**src/rtl/fsl_defs.vh**
```
// fsl_defs.vh: constants for the flash lock-set controller
// assumes: included by the design files of the controller only
`ifndef FSL_DEFS_VH
`define FSL_DEFS_VH
// ============================================================
// controller register offsets (byte addresses, one word each)
`define FSL_OFF_CTRL      8'h00
`define FSL_OFF_ADDR      8'h04
`define FSL_OFF_STAT      8'h08
`define FSL_OFF_FSTAT     8'h0C
// ============================================================
// control register fields
`define FSL_CTRL_GO       0
`define FSL_CTRL_MASTER   1
`define FSL_CTRL_FULL     2
`define FSL_CTRL_CLEAR    3
`define FSL_CTRL_FINISH   4
// ============================================================
// flash commands
`define FSL_CMD_SETUP     8'h60
`define FSL_CMD_BLOCK     8'h01
`define FSL_CMD_MASTER    8'hF1
`define FSL_CMD_READ      8'hFF
`define FSL_CMD_RDSTAT    8'h70
`define FSL_CMD_CLRSTAT   8'h50
// ============================================================
// status register bit positions
`define FSL_SR_READY      7
`define FSL_SR_ESUSP      6
`define FSL_SR_EERR       5
`define FSL_SR_PERR       4
`define FSL_SR_VPP        3
`define FSL_SR_PSUSP      2
`define FSL_SR_PROT       1
`define FSL_SR_MASK       8'hFE
// ============================================================
// flash bus timing: 120 ns at 40 ns per cycle, rounded up
`define FSL_T_ACC_NS      120
`define FSL_CLK_NS        40
`define FSL_T_ACC_CYC     ((`FSL_T_ACC_NS + `FSL_CLK_NS - 1) / `FSL_CLK_NS)
`define FSL_ADDR_W        21
`endif

```
**src/rtl/fsl_ctrl.v**
```verilog
// fsl_ctrl.v: host-side lock-bit set sequencer for a parallel flash
// assumes: AHB-Lite single word transfers; flash pins are asynchronous
//
// Our own choices: the placing of the registers and the AHB-Lite register port.
`include "fsl_defs.vh"
module fsl_ctrl (
    input  wire                   CLK,
    input  wire                   RST_B,
    input  wire [31:0]            HADDR,
    input  wire [1:0]             HTRANS,
    input  wire                   HWRITE,
    input  wire [2:0]             HSIZE,
    input  wire [31:0]            HWDATA,
    input  wire                   HSEL,
    input  wire                   HREADY,
    output reg  [31:0]            HRDATA,
    output reg                    HREADYOUT,
    output reg                    HRESP,
    output wire [`FSL_ADDR_W-1:0] FLASH_A,
    input  wire [7:0]             FLASH_DQ_I,
    output wire [7:0]             FLASH_DQ_O,
    output wire                   FLASH_DQ_OE,
    output wire                   FLASH_CE_N,
    output wire                   FLASH_OE_N,
    output wire                   FLASH_WE_N,
    input  wire                   READY_BUSY_N_PIN,
    output reg                    RESET_POWERDOWN_N_PIN
);
    // ============================================================
    // reset release
    // two flops so the release never lands close to an edge
    reg rst_s1_reg;
    reg rst_n;
    always @(posedge CLK or negedge RST_B) begin
        if (!RST_B) begin
            rst_s1_reg <= 1'b0;
            rst_n      <= 1'b0;
        end else begin
            rst_s1_reg <= 1'b1;
            rst_n      <= rst_s1_reg;
        end
    end
    // ============================================================
    // pin synchronisers
    // data bus and ready pin are not of this clock
    reg [7:0] dq_s1_reg;
    reg [7:0] dq_sync;
    reg       rb_s1_reg;
    reg       rb_sync;
    always @(posedge CLK or negedge rst_n) begin
        if (!rst_n) begin
            dq_s1_reg <= 8'h00;
            dq_sync   <= 8'h00;
            rb_s1_reg <= 1'b0;
            rb_sync   <= 1'b0;
        end else begin
            dq_s1_reg <= FLASH_DQ_I;
            dq_sync   <= dq_s1_reg;
            rb_s1_reg <= READY_BUSY_N_PIN;
            rb_sync   <= rb_s1_reg;
        end
    end
    // ============================================================
    // sequencer states
    localparam [3:0] ST_IDLE  = 4'h0;
    localparam [3:0] ST_SETUP = 4'h1;
    localparam [3:0] ST_CONF  = 4'h2;
    localparam [3:0] ST_POLL  = 4'h3;
    localparam [3:0] ST_CHECK = 4'h4;
    localparam [3:0] ST_CLR   = 4'h5;
    localparam [3:0] ST_FIN   = 4'h6;
    localparam [3:0] ST_RDCMD = 4'h7;
    reg [3:0]             state_reg;
    reg [`FSL_ADDR_W-1:0] addr_reg;
    reg                   master_reg;
    reg                   full_reg;
    reg [7:0]             status_reg;
    reg [4:0]             fault_reg;
    reg                   done_reg;
    reg                   bc_req;
    reg                   bc_wr;
    reg [7:0]             bc_wdata;
    wire                  bc_done;
    wire [7:0]            bc_rdata;
    wire                  busy = (state_reg != ST_IDLE);
    fsl_bus_cycle u_cycle (
        .clk       (CLK),
        .rst_n     (rst_n),
        .req       (bc_req),
        .wr        (bc_wr),
        .addr      (addr_reg),
        .wdata     (bc_wdata),
        .dq_sync   (dq_sync),
        .done      (bc_done),
        .rdata     (bc_rdata),
        .a_reg     (FLASH_A),
        .dq_o_reg  (FLASH_DQ_O),
        .dq_oe_reg (FLASH_DQ_OE),
        .ce_n_reg  (FLASH_CE_N),
        .oe_n_reg  (FLASH_OE_N),
        .we_n_reg  (FLASH_WE_N)
    );
    // ============================================================
    // classify a ready status byte into fault bits
    // fault: {protect, vpp, sequence, set error, erase error}
    function [4:0] classify;
        input [7:0] sr;
        reg   [7:0] m;
        begin
            m = sr & `FSL_SR_MASK;
            classify = {m[`FSL_SR_PROT],
                        m[`FSL_SR_VPP],
                        m[`FSL_SR_EERR] & m[`FSL_SR_PERR],
                        m[`FSL_SR_PERR],
                        m[`FSL_SR_EERR]};
        end
    endfunction
    // ============================================================
    // AHB-Lite slave: address phase capture
    reg        dp_valid_reg;
    reg        dp_write_reg;
    reg [7:0]  dp_addr_reg;
    // one offset decoder shared by the write strobes and the read mux
    function reg_at;
        input [7:0] a;
        input [7:0] off;
        begin
            reg_at = (a == off);
        end
    endfunction
    wire       ap_take = HSEL && HREADY && HTRANS[1];
    wire       wr_ctrl = dp_valid_reg && dp_write_reg && reg_at(dp_addr_reg, `FSL_OFF_CTRL);
    wire       wr_addr = dp_valid_reg && dp_write_reg && reg_at(dp_addr_reg, `FSL_OFF_ADDR);
    wire       go      = wr_ctrl && HWDATA[`FSL_CTRL_GO] && !busy;
    wire       clr     = wr_ctrl && HWDATA[`FSL_CTRL_CLEAR] && !busy;
    wire       fin     = wr_ctrl && HWDATA[`FSL_CTRL_FINISH] && !busy;
    // ============================================================
    // register read mux
    // status word: pin, done, busy, polling, last byte
    wire        polling   = (state_reg == ST_POLL);
    wire [31:0] stat_word = {20'h0, rb_sync, done_reg, busy, polling, status_reg};
    reg [31:0] rd_next;
    always @* begin
        if (reg_at(dp_addr_reg, `FSL_OFF_CTRL)) begin
            rd_next = {29'h0, full_reg, master_reg, 1'b0};
        end else if (reg_at(dp_addr_reg, `FSL_OFF_ADDR)) begin
            rd_next = {11'h0, addr_reg};
        end else if (reg_at(dp_addr_reg, `FSL_OFF_STAT)) begin
            rd_next = stat_word;
        end else if (reg_at(dp_addr_reg, `FSL_OFF_FSTAT)) begin
            rd_next = {27'h0, fault_reg};
        end else begin
            rd_next = 32'h0;
        end
    end
    // ============================================================
    // data phase: writes take no wait state, reads one
    always @(posedge CLK or negedge rst_n) begin
        if (!rst_n) begin
            dp_valid_reg <= 1'b0;
            dp_write_reg <= 1'b0;
            dp_addr_reg  <= 8'h00;
            HRDATA       <= 32'h0;
            HREADYOUT    <= 1'b1;
            HRESP        <= 1'b0;
        end else begin
            if (HREADY) begin
                dp_valid_reg <= ap_take;
                dp_write_reg <= HWRITE;
                dp_addr_reg  <= {HADDR[7:2], 2'b00};
            end
            // only OKAY: no register refuses a word
            HRESP <= 1'b0;
            // read data registered: reads take one wait state
            if (ap_take && !HWRITE) begin
                HREADYOUT <= 1'b0;
            end else if (!HREADYOUT) begin
                HRDATA    <= rd_next;
                HREADYOUT <= 1'b1;
            end
        end
    end
    // ============================================================
    // lock-set sequencer
    always @(posedge CLK or negedge rst_n) begin
        if (!rst_n) begin
            state_reg             <= ST_IDLE;
            addr_reg              <= {`FSL_ADDR_W{1'b0}};
            master_reg            <= 1'b0;
            full_reg              <= 1'b0;
            status_reg            <= 8'h80;
            fault_reg             <= 5'h00;
            done_reg              <= 1'b0;
            bc_req                <= 1'b0;
            bc_wr                 <= 1'b0;
            bc_wdata              <= 8'h00;
            RESET_POWERDOWN_N_PIN <= 1'b0;
        end else begin
            RESET_POWERDOWN_N_PIN <= 1'b1;
            if (wr_addr && !busy) begin
                addr_reg <= HWDATA[`FSL_ADDR_W-1:0];
            end
            if (wr_ctrl && !busy) begin
                master_reg <= HWDATA[`FSL_CTRL_MASTER];
                full_reg   <= HWDATA[`FSL_CTRL_FULL];
            end
            case (state_reg)
                ST_IDLE: begin
                    // go wins over clear, clear over finish
                    if (go) begin
                        done_reg  <= 1'b0;
                        bc_req    <= 1'b1;
                        bc_wr     <= 1'b1;
                        bc_wdata  <= `FSL_CMD_SETUP;
                        state_reg <= ST_SETUP;
                    end else if (clr) begin
                        bc_req    <= 1'b1;
                        bc_wr     <= 1'b1;
                        bc_wdata  <= `FSL_CMD_CLRSTAT;
                        fault_reg <= 5'h00;
                        state_reg <= ST_CLR;
                    end else if (fin) begin
                        bc_req    <= 1'b1;
                        bc_wr     <= 1'b1;
                        bc_wdata  <= `FSL_CMD_READ;
                        state_reg <= ST_FIN;
                    end
                end
                ST_SETUP: begin
                    if (bc_done) begin
                        bc_wdata  <= master_reg ? `FSL_CMD_MASTER : `FSL_CMD_BLOCK;
                        state_reg <= ST_CONF;
                    end
                end
                ST_CONF: begin
                    if (bc_done) begin
                        bc_wr     <= 1'b0;
                        state_reg <= ST_POLL;
                    end
                end
                ST_POLL: begin
                    // device answers status reads after the confirm write
                    if (bc_done) begin
                        if (bc_rdata[`FSL_SR_READY]) begin
                            status_reg <= bc_rdata;
                        end else begin
                            // low bits are junk while busy; keep the busy mark only
                            status_reg <= {1'b0, status_reg[6:0]};
                        end
                        if (bc_rdata[`FSL_SR_READY] && rb_sync) begin
                            bc_req    <= 1'b0;
                            state_reg <= ST_CHECK;
                        end
                    end
                end
                ST_CHECK: begin
                    // or in, never overwrite: bits stay until a clear
                    if (full_reg) begin
                        fault_reg <= fault_reg | classify(status_reg);
                    end
                    done_reg  <= 1'b1;
                    state_reg <= ST_IDLE;
                end
                ST_CLR: begin
                    if (bc_done) begin
                        bc_req    <= 1'b0;
                        state_reg <= ST_IDLE;
                    end
                end
                ST_FIN: begin
                    if (bc_done) begin
                        bc_req    <= 1'b0;
                        state_reg <= ST_IDLE;
                    end
                end
                default: begin
                    bc_req    <= 1'b0;
                    state_reg <= ST_IDLE;
                end
            endcase
        end
    end
endmodule // fsl_ctrl

```
**src/rtl/fsl_bus_cycle.v**
```verilog
// fsl_bus_cycle.v: one flash write or read cycle on the async pins
// assumes: caller holds req until done; pins are idle between cycles
`include "fsl_defs.vh"
module fsl_bus_cycle (
    input  wire                  clk,
    input  wire                  rst_n,
    input  wire                  req,
    input  wire                  wr,
    input  wire [`FSL_ADDR_W-1:0] addr,
    input  wire [7:0]            wdata,
    input  wire [7:0]            dq_sync,
    output reg                   done,
    output reg  [7:0]            rdata,
    output reg  [`FSL_ADDR_W-1:0] a_reg,
    output reg  [7:0]            dq_o_reg,
    output reg                   dq_oe_reg,
    output reg                   ce_n_reg,
    output reg                   oe_n_reg,
    output reg                   we_n_reg
);
    // ============================================================
    // strobe timing
    // two sync stages delay read data, so the strobe holds longer
    localparam integer STROBE_CYC = `FSL_T_ACC_CYC + 2;
    localparam [3:0]   STROBE     = STROBE_CYC[3:0];
    localparam [1:0] S_IDLE = 2'b00;
    localparam [1:0] S_STB  = 2'b01;
    localparam [1:0] S_REC  = 2'b10;
    reg [1:0] state_reg;
    reg [3:0] cnt_reg;
    always @(posedge clk or negedge rst_n) begin
        if (!rst_n) begin
            state_reg <= S_IDLE;
            cnt_reg   <= 4'h0;
            done      <= 1'b0;
            rdata     <= 8'h00;
            a_reg     <= {`FSL_ADDR_W{1'b0}};
            dq_o_reg  <= 8'h00;
            dq_oe_reg <= 1'b0;
            ce_n_reg  <= 1'b1;
            oe_n_reg  <= 1'b1;
            we_n_reg  <= 1'b1;
        end else begin
            done <= 1'b0;
            case (state_reg)
                S_IDLE: begin
                    if (req && !done) begin
                        a_reg     <= addr;
                        dq_o_reg  <= wdata;
                        dq_oe_reg <= wr;
                        ce_n_reg  <= 1'b0;
                        we_n_reg  <= ~wr;
                        oe_n_reg  <= wr;
                        cnt_reg   <= STROBE;
                        state_reg <= S_STB;
                    end
                end
                S_STB: begin
                    if (cnt_reg == 4'h0) begin
                        rdata     <= dq_sync;
                        we_n_reg  <= 1'b1;
                        oe_n_reg  <= 1'b1;
                        ce_n_reg  <= 1'b1;
                        state_reg <= S_REC;
                    end else begin
                        cnt_reg <= cnt_reg - 4'h1;
                    end
                end
                default: begin
                    // data held one cycle past the write strobe edge
                    dq_oe_reg <= 1'b0;
                    done      <= 1'b1;
                    state_reg <= S_IDLE;
                end
            endcase
        end
    end
endmodule // fsl_bus_cycle

```
**config.mk**
```make
export PLATFORM = sky130hd
export DESIGN_NAME = fsl_ctrl
export DESIGN_NICKNAME = d
export VERILOG_FILES = /design/src/rtl/fsl_ctrl.v /design/src/rtl/fsl_bus_cycle.v
export VERILOG_INCLUDE_DIRS = /design/src /design/src/rtl
export SDC_FILE = /design/constraint.sdc
export NUM_CORES = 1
export LEC_CHECK = 0
export BUFFER_PORTS_ARGS = -buffer_cell sky130_fd_sc_hd__clkbuf_2
export CORE_MARGIN = 3
export CORE_UTILIZATION = 38
export DETAILED_ROUTE_END_ITERATION = 7
export SYNTH_ARGS = -nofsm -noshare
export SYNTH_HDL_FRONTEND = slang
export SYNTH_SLANG_ARGS = --single-unit
export TNS_END_PERCENT = 20
```
**constraint.sdc**
```tcl
create_clock -name CLK -period 11.6 [get_ports CLK]
set_input_delay 0 -clock CLK [delete_from_list [all_inputs] [get_ports CLK]]
set_output_delay 0 -clock CLK [all_outputs]
set_load 0.01 [all_outputs]
```
; After elaboration in Yosys (flattened, before gate mapping)
; Index checks and enable logic that the tools add are counted.
[op_classes]
add_sub_neg = 1
n_eq_ne = 23
n_mux = 50
bitwise_logic = 7
reduce_logical = 46
[ops]
columns = operator, count
row1 = $mux W8, 6
row2 = $mux W21, 2
row3 = $mux W4, 10
row4 = $mux W5, 4
row5 = $pmux W4 S5, 1
row6 = $logic_and A1 B1 Y1, 16
row7 = $pmux W8 S2, 1
row8 = $reduce_and A3 Y1, 5
row9 = $ne A2 B1 Y1 const B, 7
row10 = $reduce_and A2 Y1, 7
row11 = $mux W1, 13
row12 = $eq A4 B3 Y1 const B, 3
row13 = $eq A6 B2 Y1 const B, 2
row14 = $mux W12, 1
row15 = $pmux W1 S2, 6
row16 = $ne A2 B2 Y1 const B, 5
row17 = $pmux W5 S2, 1
row18 = $eq A4 B2 Y1 const B, 2
row19 = $logic_not A4 Y1, 2
row20 = $logic_not A8 Y1, 1
row21 = $pmux W4 S2, 1
row22 = $reduce_bool A2 Y1, 4
row23 = $eq A6 B1 Y1 const B, 1
row24 = $reduce_and A6 Y1, 1
row25 = other kinds (17), 25
[word_totals]
register_bits = 161
input_bits = 83
output_inout_bits = 68
wordCells = 160

; Logic depth before layout (Yosys ltp)
[depth]
ltp_word = 8
mapped_depth = 7
depth_no_buf = 6

; Modules after synthesis
; Synthesis repeated with hierarchy kept, for this count alone.
[unflattened]
cells_unflattened = 502
area_unflattened_um2 = 5975.7
[by_module_without_submodules]
columns = mod, n_inst, cells_each, area_each_um2, seq_area_each_um2
row1 = fsl_ctrl, 1, 318, 4065.1, 2479.9
row2 = fsl_bus_cycle, 1, 184, 1910.6, 1204.9

; Least setup slack after synthesis
; OpenSTA, ideal clock, no wires.
[synth_timing]
path_kind = reg-to-reg
from = reg dp_addr_reg[5]
to = reg addr_reg[0]
setup_ps = 125
arrival_ps = 1777
required_ps = 11475
slack_ps = 9698
stages_incl_launch_ff = 5
path_buffers = 1
synth_period_minus_slack_ps = 1902
path_cell_list = dfrtp_1 -> or4_4 -> nor3_1 -> buf_4 -> mux2_2
[synth_between]
elab_chain_len = 3
[synth_lines]
columns = element, line
row1 = from (decl), fsl_ctrl.v:122  ; reg [7:0] dp_addr_reg;
row2 = from (signal assigned), fsl_ctrl.v:170  ; dp_addr_reg <= {HADDR[7:2], 2'b00};
row3 = $eq A6 B1 Y1, fsl_ctrl.v:128  ; reg_at = (a == off);
row4 = $logic_and A1 B1 Y1, fsl_ctrl.v:133  ; wire wr_addr = dp_valid_reg && dp_write_reg && reg_at(dp_addr_reg, `FSL_OFF_ADDR);
row5 = $logic_and A1 B1 Y1, fsl_ctrl.v:200  ; if (wr_addr && !busy) begin
row6 = to (signal assigned), fsl_ctrl.v:188  ; addr_reg <= {`FSL_ADDR_W{1'b0}};
row7 = to (signal assigned), fsl_ctrl.v:201  ; addr_reg <= HWDATA[`FSL_ADDR_W-1:0];
row8 = to (decl), fsl_ctrl.v:74  ; reg [`FSL_ADDR_W-1:0] addr_reg;
; Every way passes these cells.
; A chain may end at the register's enable or synchronous reset.

; Final worst setup path
[layout_timing]
from = reg state_reg[1]
to = reg addr_reg[8]
[layout_between]
elab_chain_len = 3
[layout_lines]
columns = element, line
row1 = from (decl), fsl_ctrl.v:73  ; reg [3:0] state_reg;
row2 = from (signal assigned), fsl_ctrl.v:187  ; state_reg <= ST_IDLE;
row3 = from (signal assigned), fsl_ctrl.v:215  ; state_reg <= ST_SETUP;
row4 = from (signal assigned), fsl_ctrl.v:221  ; state_reg <= ST_CLR;
row5 = $reduce_bool A4 Y1, fsl_ctrl.v:85  ; wire busy = (state_reg != ST_IDLE);
row6 = $logic_not A1 Y1, fsl_ctrl.v:200
row7 = $logic_and A1 B1 Y1, fsl_ctrl.v:200
; Every way passes these cells.

==> summary.txt <==
Timing
  – Relative slew margins: 22.5%
  – Final setup fails: 0
  – Hold_ws: 0.0230 ns
  – RSZ-0062 raised after global routing: no
  – Final hold vios: 0
  – Final worst path period share: 27.0%
  – Crit path time final: 3.13 ns
  – Setup WS post-layout: 8.47 ns
  – TNS Setup: 0 ns
  – Peak Freq: 320 MHz
  – Actual slew at the worst max-slew pin: 1.16 ns
  – Max-slew violations: 0
  – Worst Skew: 0.00941 ns

Route
  – Vias post-DR: 3892
  – WL/cell: 16.6 um
  – Detailed router's first-iteration violation count: 226
  – Routed wire length: 12.8 mm
  – Vias/cell: 5.05
  – Pre-antenna DRT Iters: 4
  – Antenna-violating nets left: 0
  – DRC Markers: 0

Global route
  – Largest net degree at the start of global routing: 73
  – Grt met3 use: 3.87%
  – Met2 Resource Use GR: 26.0%
  – Vias in the first global route: 4021
  – Initial antenna violation count: 0
  – GRT busiest layer: met2
  – First-pass GRT wire length: 21.2 mm
  – GR Util All Layers: 16.4%
  – GRT met1 Usage: 21.8%
  – Total grt overflow: 0

Worst setup path
  – Worst setup path startpoint: state_reg[1]
  – WP data arrival: 3.42 ns
  – Startpoint Class: flop
  – CP endpoint kind: flop
  – Reg-to-Reg Start: state_reg[1]
  – Worst setup path category: flop to flop
  – Worst EP required: 11.90 ns
  – CP Max Fanout: 15

Floorplanning
  – Core box area: 14700 sq um
  – Die Wd: 129 um
  – I/O pins: 151
  – Die height: 129 um
  – Starting density of the core: 39.4%
  – Die area: 16800 sq um
  – Row count: 44

Clock network
  – Clock latency on the worst-skew pair: 0.42 ns
  – Clk slew on worst S/H paths: 0.06 ns
  – CTS tree: yes
  – Post-CTS Resized: 0
  – Post-CTS setup buffers: 0
  – Sink Count: 145
  – CTS max path bufs: 2
  – Cts bufs inserted: 17
  – CTS Hold Bufs: 46
  – Root Driver: clkbuf_16
  – CTS H-tree lvls: 4

Yosys
  – Simple-Gate Fraction of Synth Area: 8.27%
  – Post-Synth Adder-Cell Area: 0.216%
  – Post-Syn Area: 5790 sq um
  – Post-synthesis mux area share: 16.3%
  – Avg Cell Area, Syn: 13.5 sq um
  – FF+latch count, synth: 145
  – Cell taking the most area after synthesis: dfrtp_1
  – Cells after Synth: 428
  – Ys flop type: dfrtp_1
  – Post-synthesis sequential area ratio: 62.8%
  – Synth area leaders: dfrtp_1 60%, mux2_2 15%, dfstp_2 2.3%
  – Synth async-reset ratio: 100%
  – Top-area cell type share of the netlist area: 60.5%
  – Main combinational cell family by area after synthesis: multiplexers
  – Cell variety after synth: 54
  – Synthesis Warnings: 0
  – Fraction of synthesized cell area in xor and xnor cells: 0.151%
  – Post-synthesis compound-gate area fraction: 8.17%
  – Post-synth EDFFs: 0

Power and ir drop
  – Leakage power: 3.59 nW
  – Peak supply drop: 0.0923 mV
  – Pwr Density: 189 nW/um^2

Placement
  – Dpl ws: 8.50 ns
  – Post-DP HPWL: 8.33 mm
  – Placed Instances: 692
  – Buffers on Ports: 97
  – Final Wtd Congestion: 0.801

Min path
  – Hold Crit Start: HREADY
  – Min-delay worst type: input pin to flop

Cells and area
  – Fraction of layout cells with a size suffix above 1: 39.4%
  – Leading cell types in the layout, fill and taps excluded: 139 x dfrtp_1, 97 x clkbuf_2, 78 x mux2_2
  – Commonest non-fill, non-tap cell in the layout: dfrtp_1
  – Fin nets: 657
  – N_diodes: 0
  – Core Util, Final: 51.0%
  – Cell Count, Final, Fillers Out: 770
  – Area Overhead vs Synth: 29.4%
  – Filler instances: 1259

Outcome
  – Status: finished clean

Job
  – MaxCap Viol Count: 0
## synth_stat cells (all sizes together) (2+ instances only)
| cell type | instances |
|---|---|
| a21oi | 10 |
| a22o | 11 |
| a22oi | 11 |
| a31oi | 5 |
| buf | 25 |
| clkbuf | 9 |
| conb | 2 |
| dfrtp | 140 |
| dfstp | 5 |
| inv | 8 |
| mux2 | 79 |
| mux4 | 2 |
| nand2 | 24 |
| nand2b | 6 |
| nand3 | 4 |
| nand4 | 2 |
| nand4b | 2 |
| nor2 | 22 |
| nor2b | 4 |
| nor3 | 9 |
| nor3b | 3 |
| nor4 | 3 |
| o211ai | 2 |
| o21ai | 12 |
| o22a | 2 |
| o311ai | 2 |
| o31ai | 5 |
| or2 | 2 |
| or3 | 2 |
## worst paths after layout
path                             endpoint  slack [ns]  cells after the start
min                        dp_addr_reg[6]        0.02                      2
max                           addr_reg[8]        8.47                      5
max reg2reg                   addr_reg[8]        8.47                      5
min in group asynchronous           rst_n        0.44                      3
min reg2reg                    dq_sync[1]        0.35                      0
max in group asynchronous    state_reg[0]        9.69                      1
## critical path: stages (launching register included)
cell and delay, ns:
dfrtp_1 0.54, nor3_1 0.68, nand3_1 0.17, nor3_2 0.90
buf_4 0.36, mux2_2 0.35
## final cells by class
| cell class | instances | area, sq um | area share [%] |
|---|---|---|---|
| clock buffer | 19 | 443 | 5.91 |
| clock inverter | 13 | 185 | 2.47 |
| inverter | 8 | 30.0 | 0.401 |
| multi-input combinational | 253 | 1990 | 26.5 |
| sequential | 145 | 3640 | 48.5 |
| tap | 184 | 230 | 3.07 |
| timing repair buffer | 148 | 983 | 13.1 |
## routing by layer
| metal | vias to the layer above | routed length [um] | part of all wire (%) |
|---|---|---|---|
| met2 | 91 | 6270 | 49 |
| met1 | 1979 | 5790 | 45 |
| met5 | - | 0 | 0 |
| li1 | 1807 | - | - |
| met4 | 0 | 252 | 2.0 |
| met3 | 15 | 497 | 3.9 |
## metrics by stage
stage               power [W]  instance area, sq um
floorplan            0.000769                  5840
global placement     0.000833                  6410
detailed placement   0.000842                  6410
CTS                   0.00144                  7500
global route          0.00149                  7500
finish                0.00142                  7500
## power breakdown
part / internal, W / total [W] / switching, W
Sequential: 0.000579 / 0.000638 / 0.0000586
Combinational: 0.000107 / 0.000206 / 0.0000989
Clock: 0.000366 / 0.000576 / 0.000210
## cells by family (layout without fill, tap and decap cells)
logic type      count (synthesis)  count (layout)
mux                            82              82
simple gates                   88              88
xor+xnor                        1               1
flops                         145             145
buf+inv                        42             188
fa+ha+maj                       1               1
other cells                     2              14
compound gates                 67              67
No activity file was read; power rests on OpenSTA's default activity.
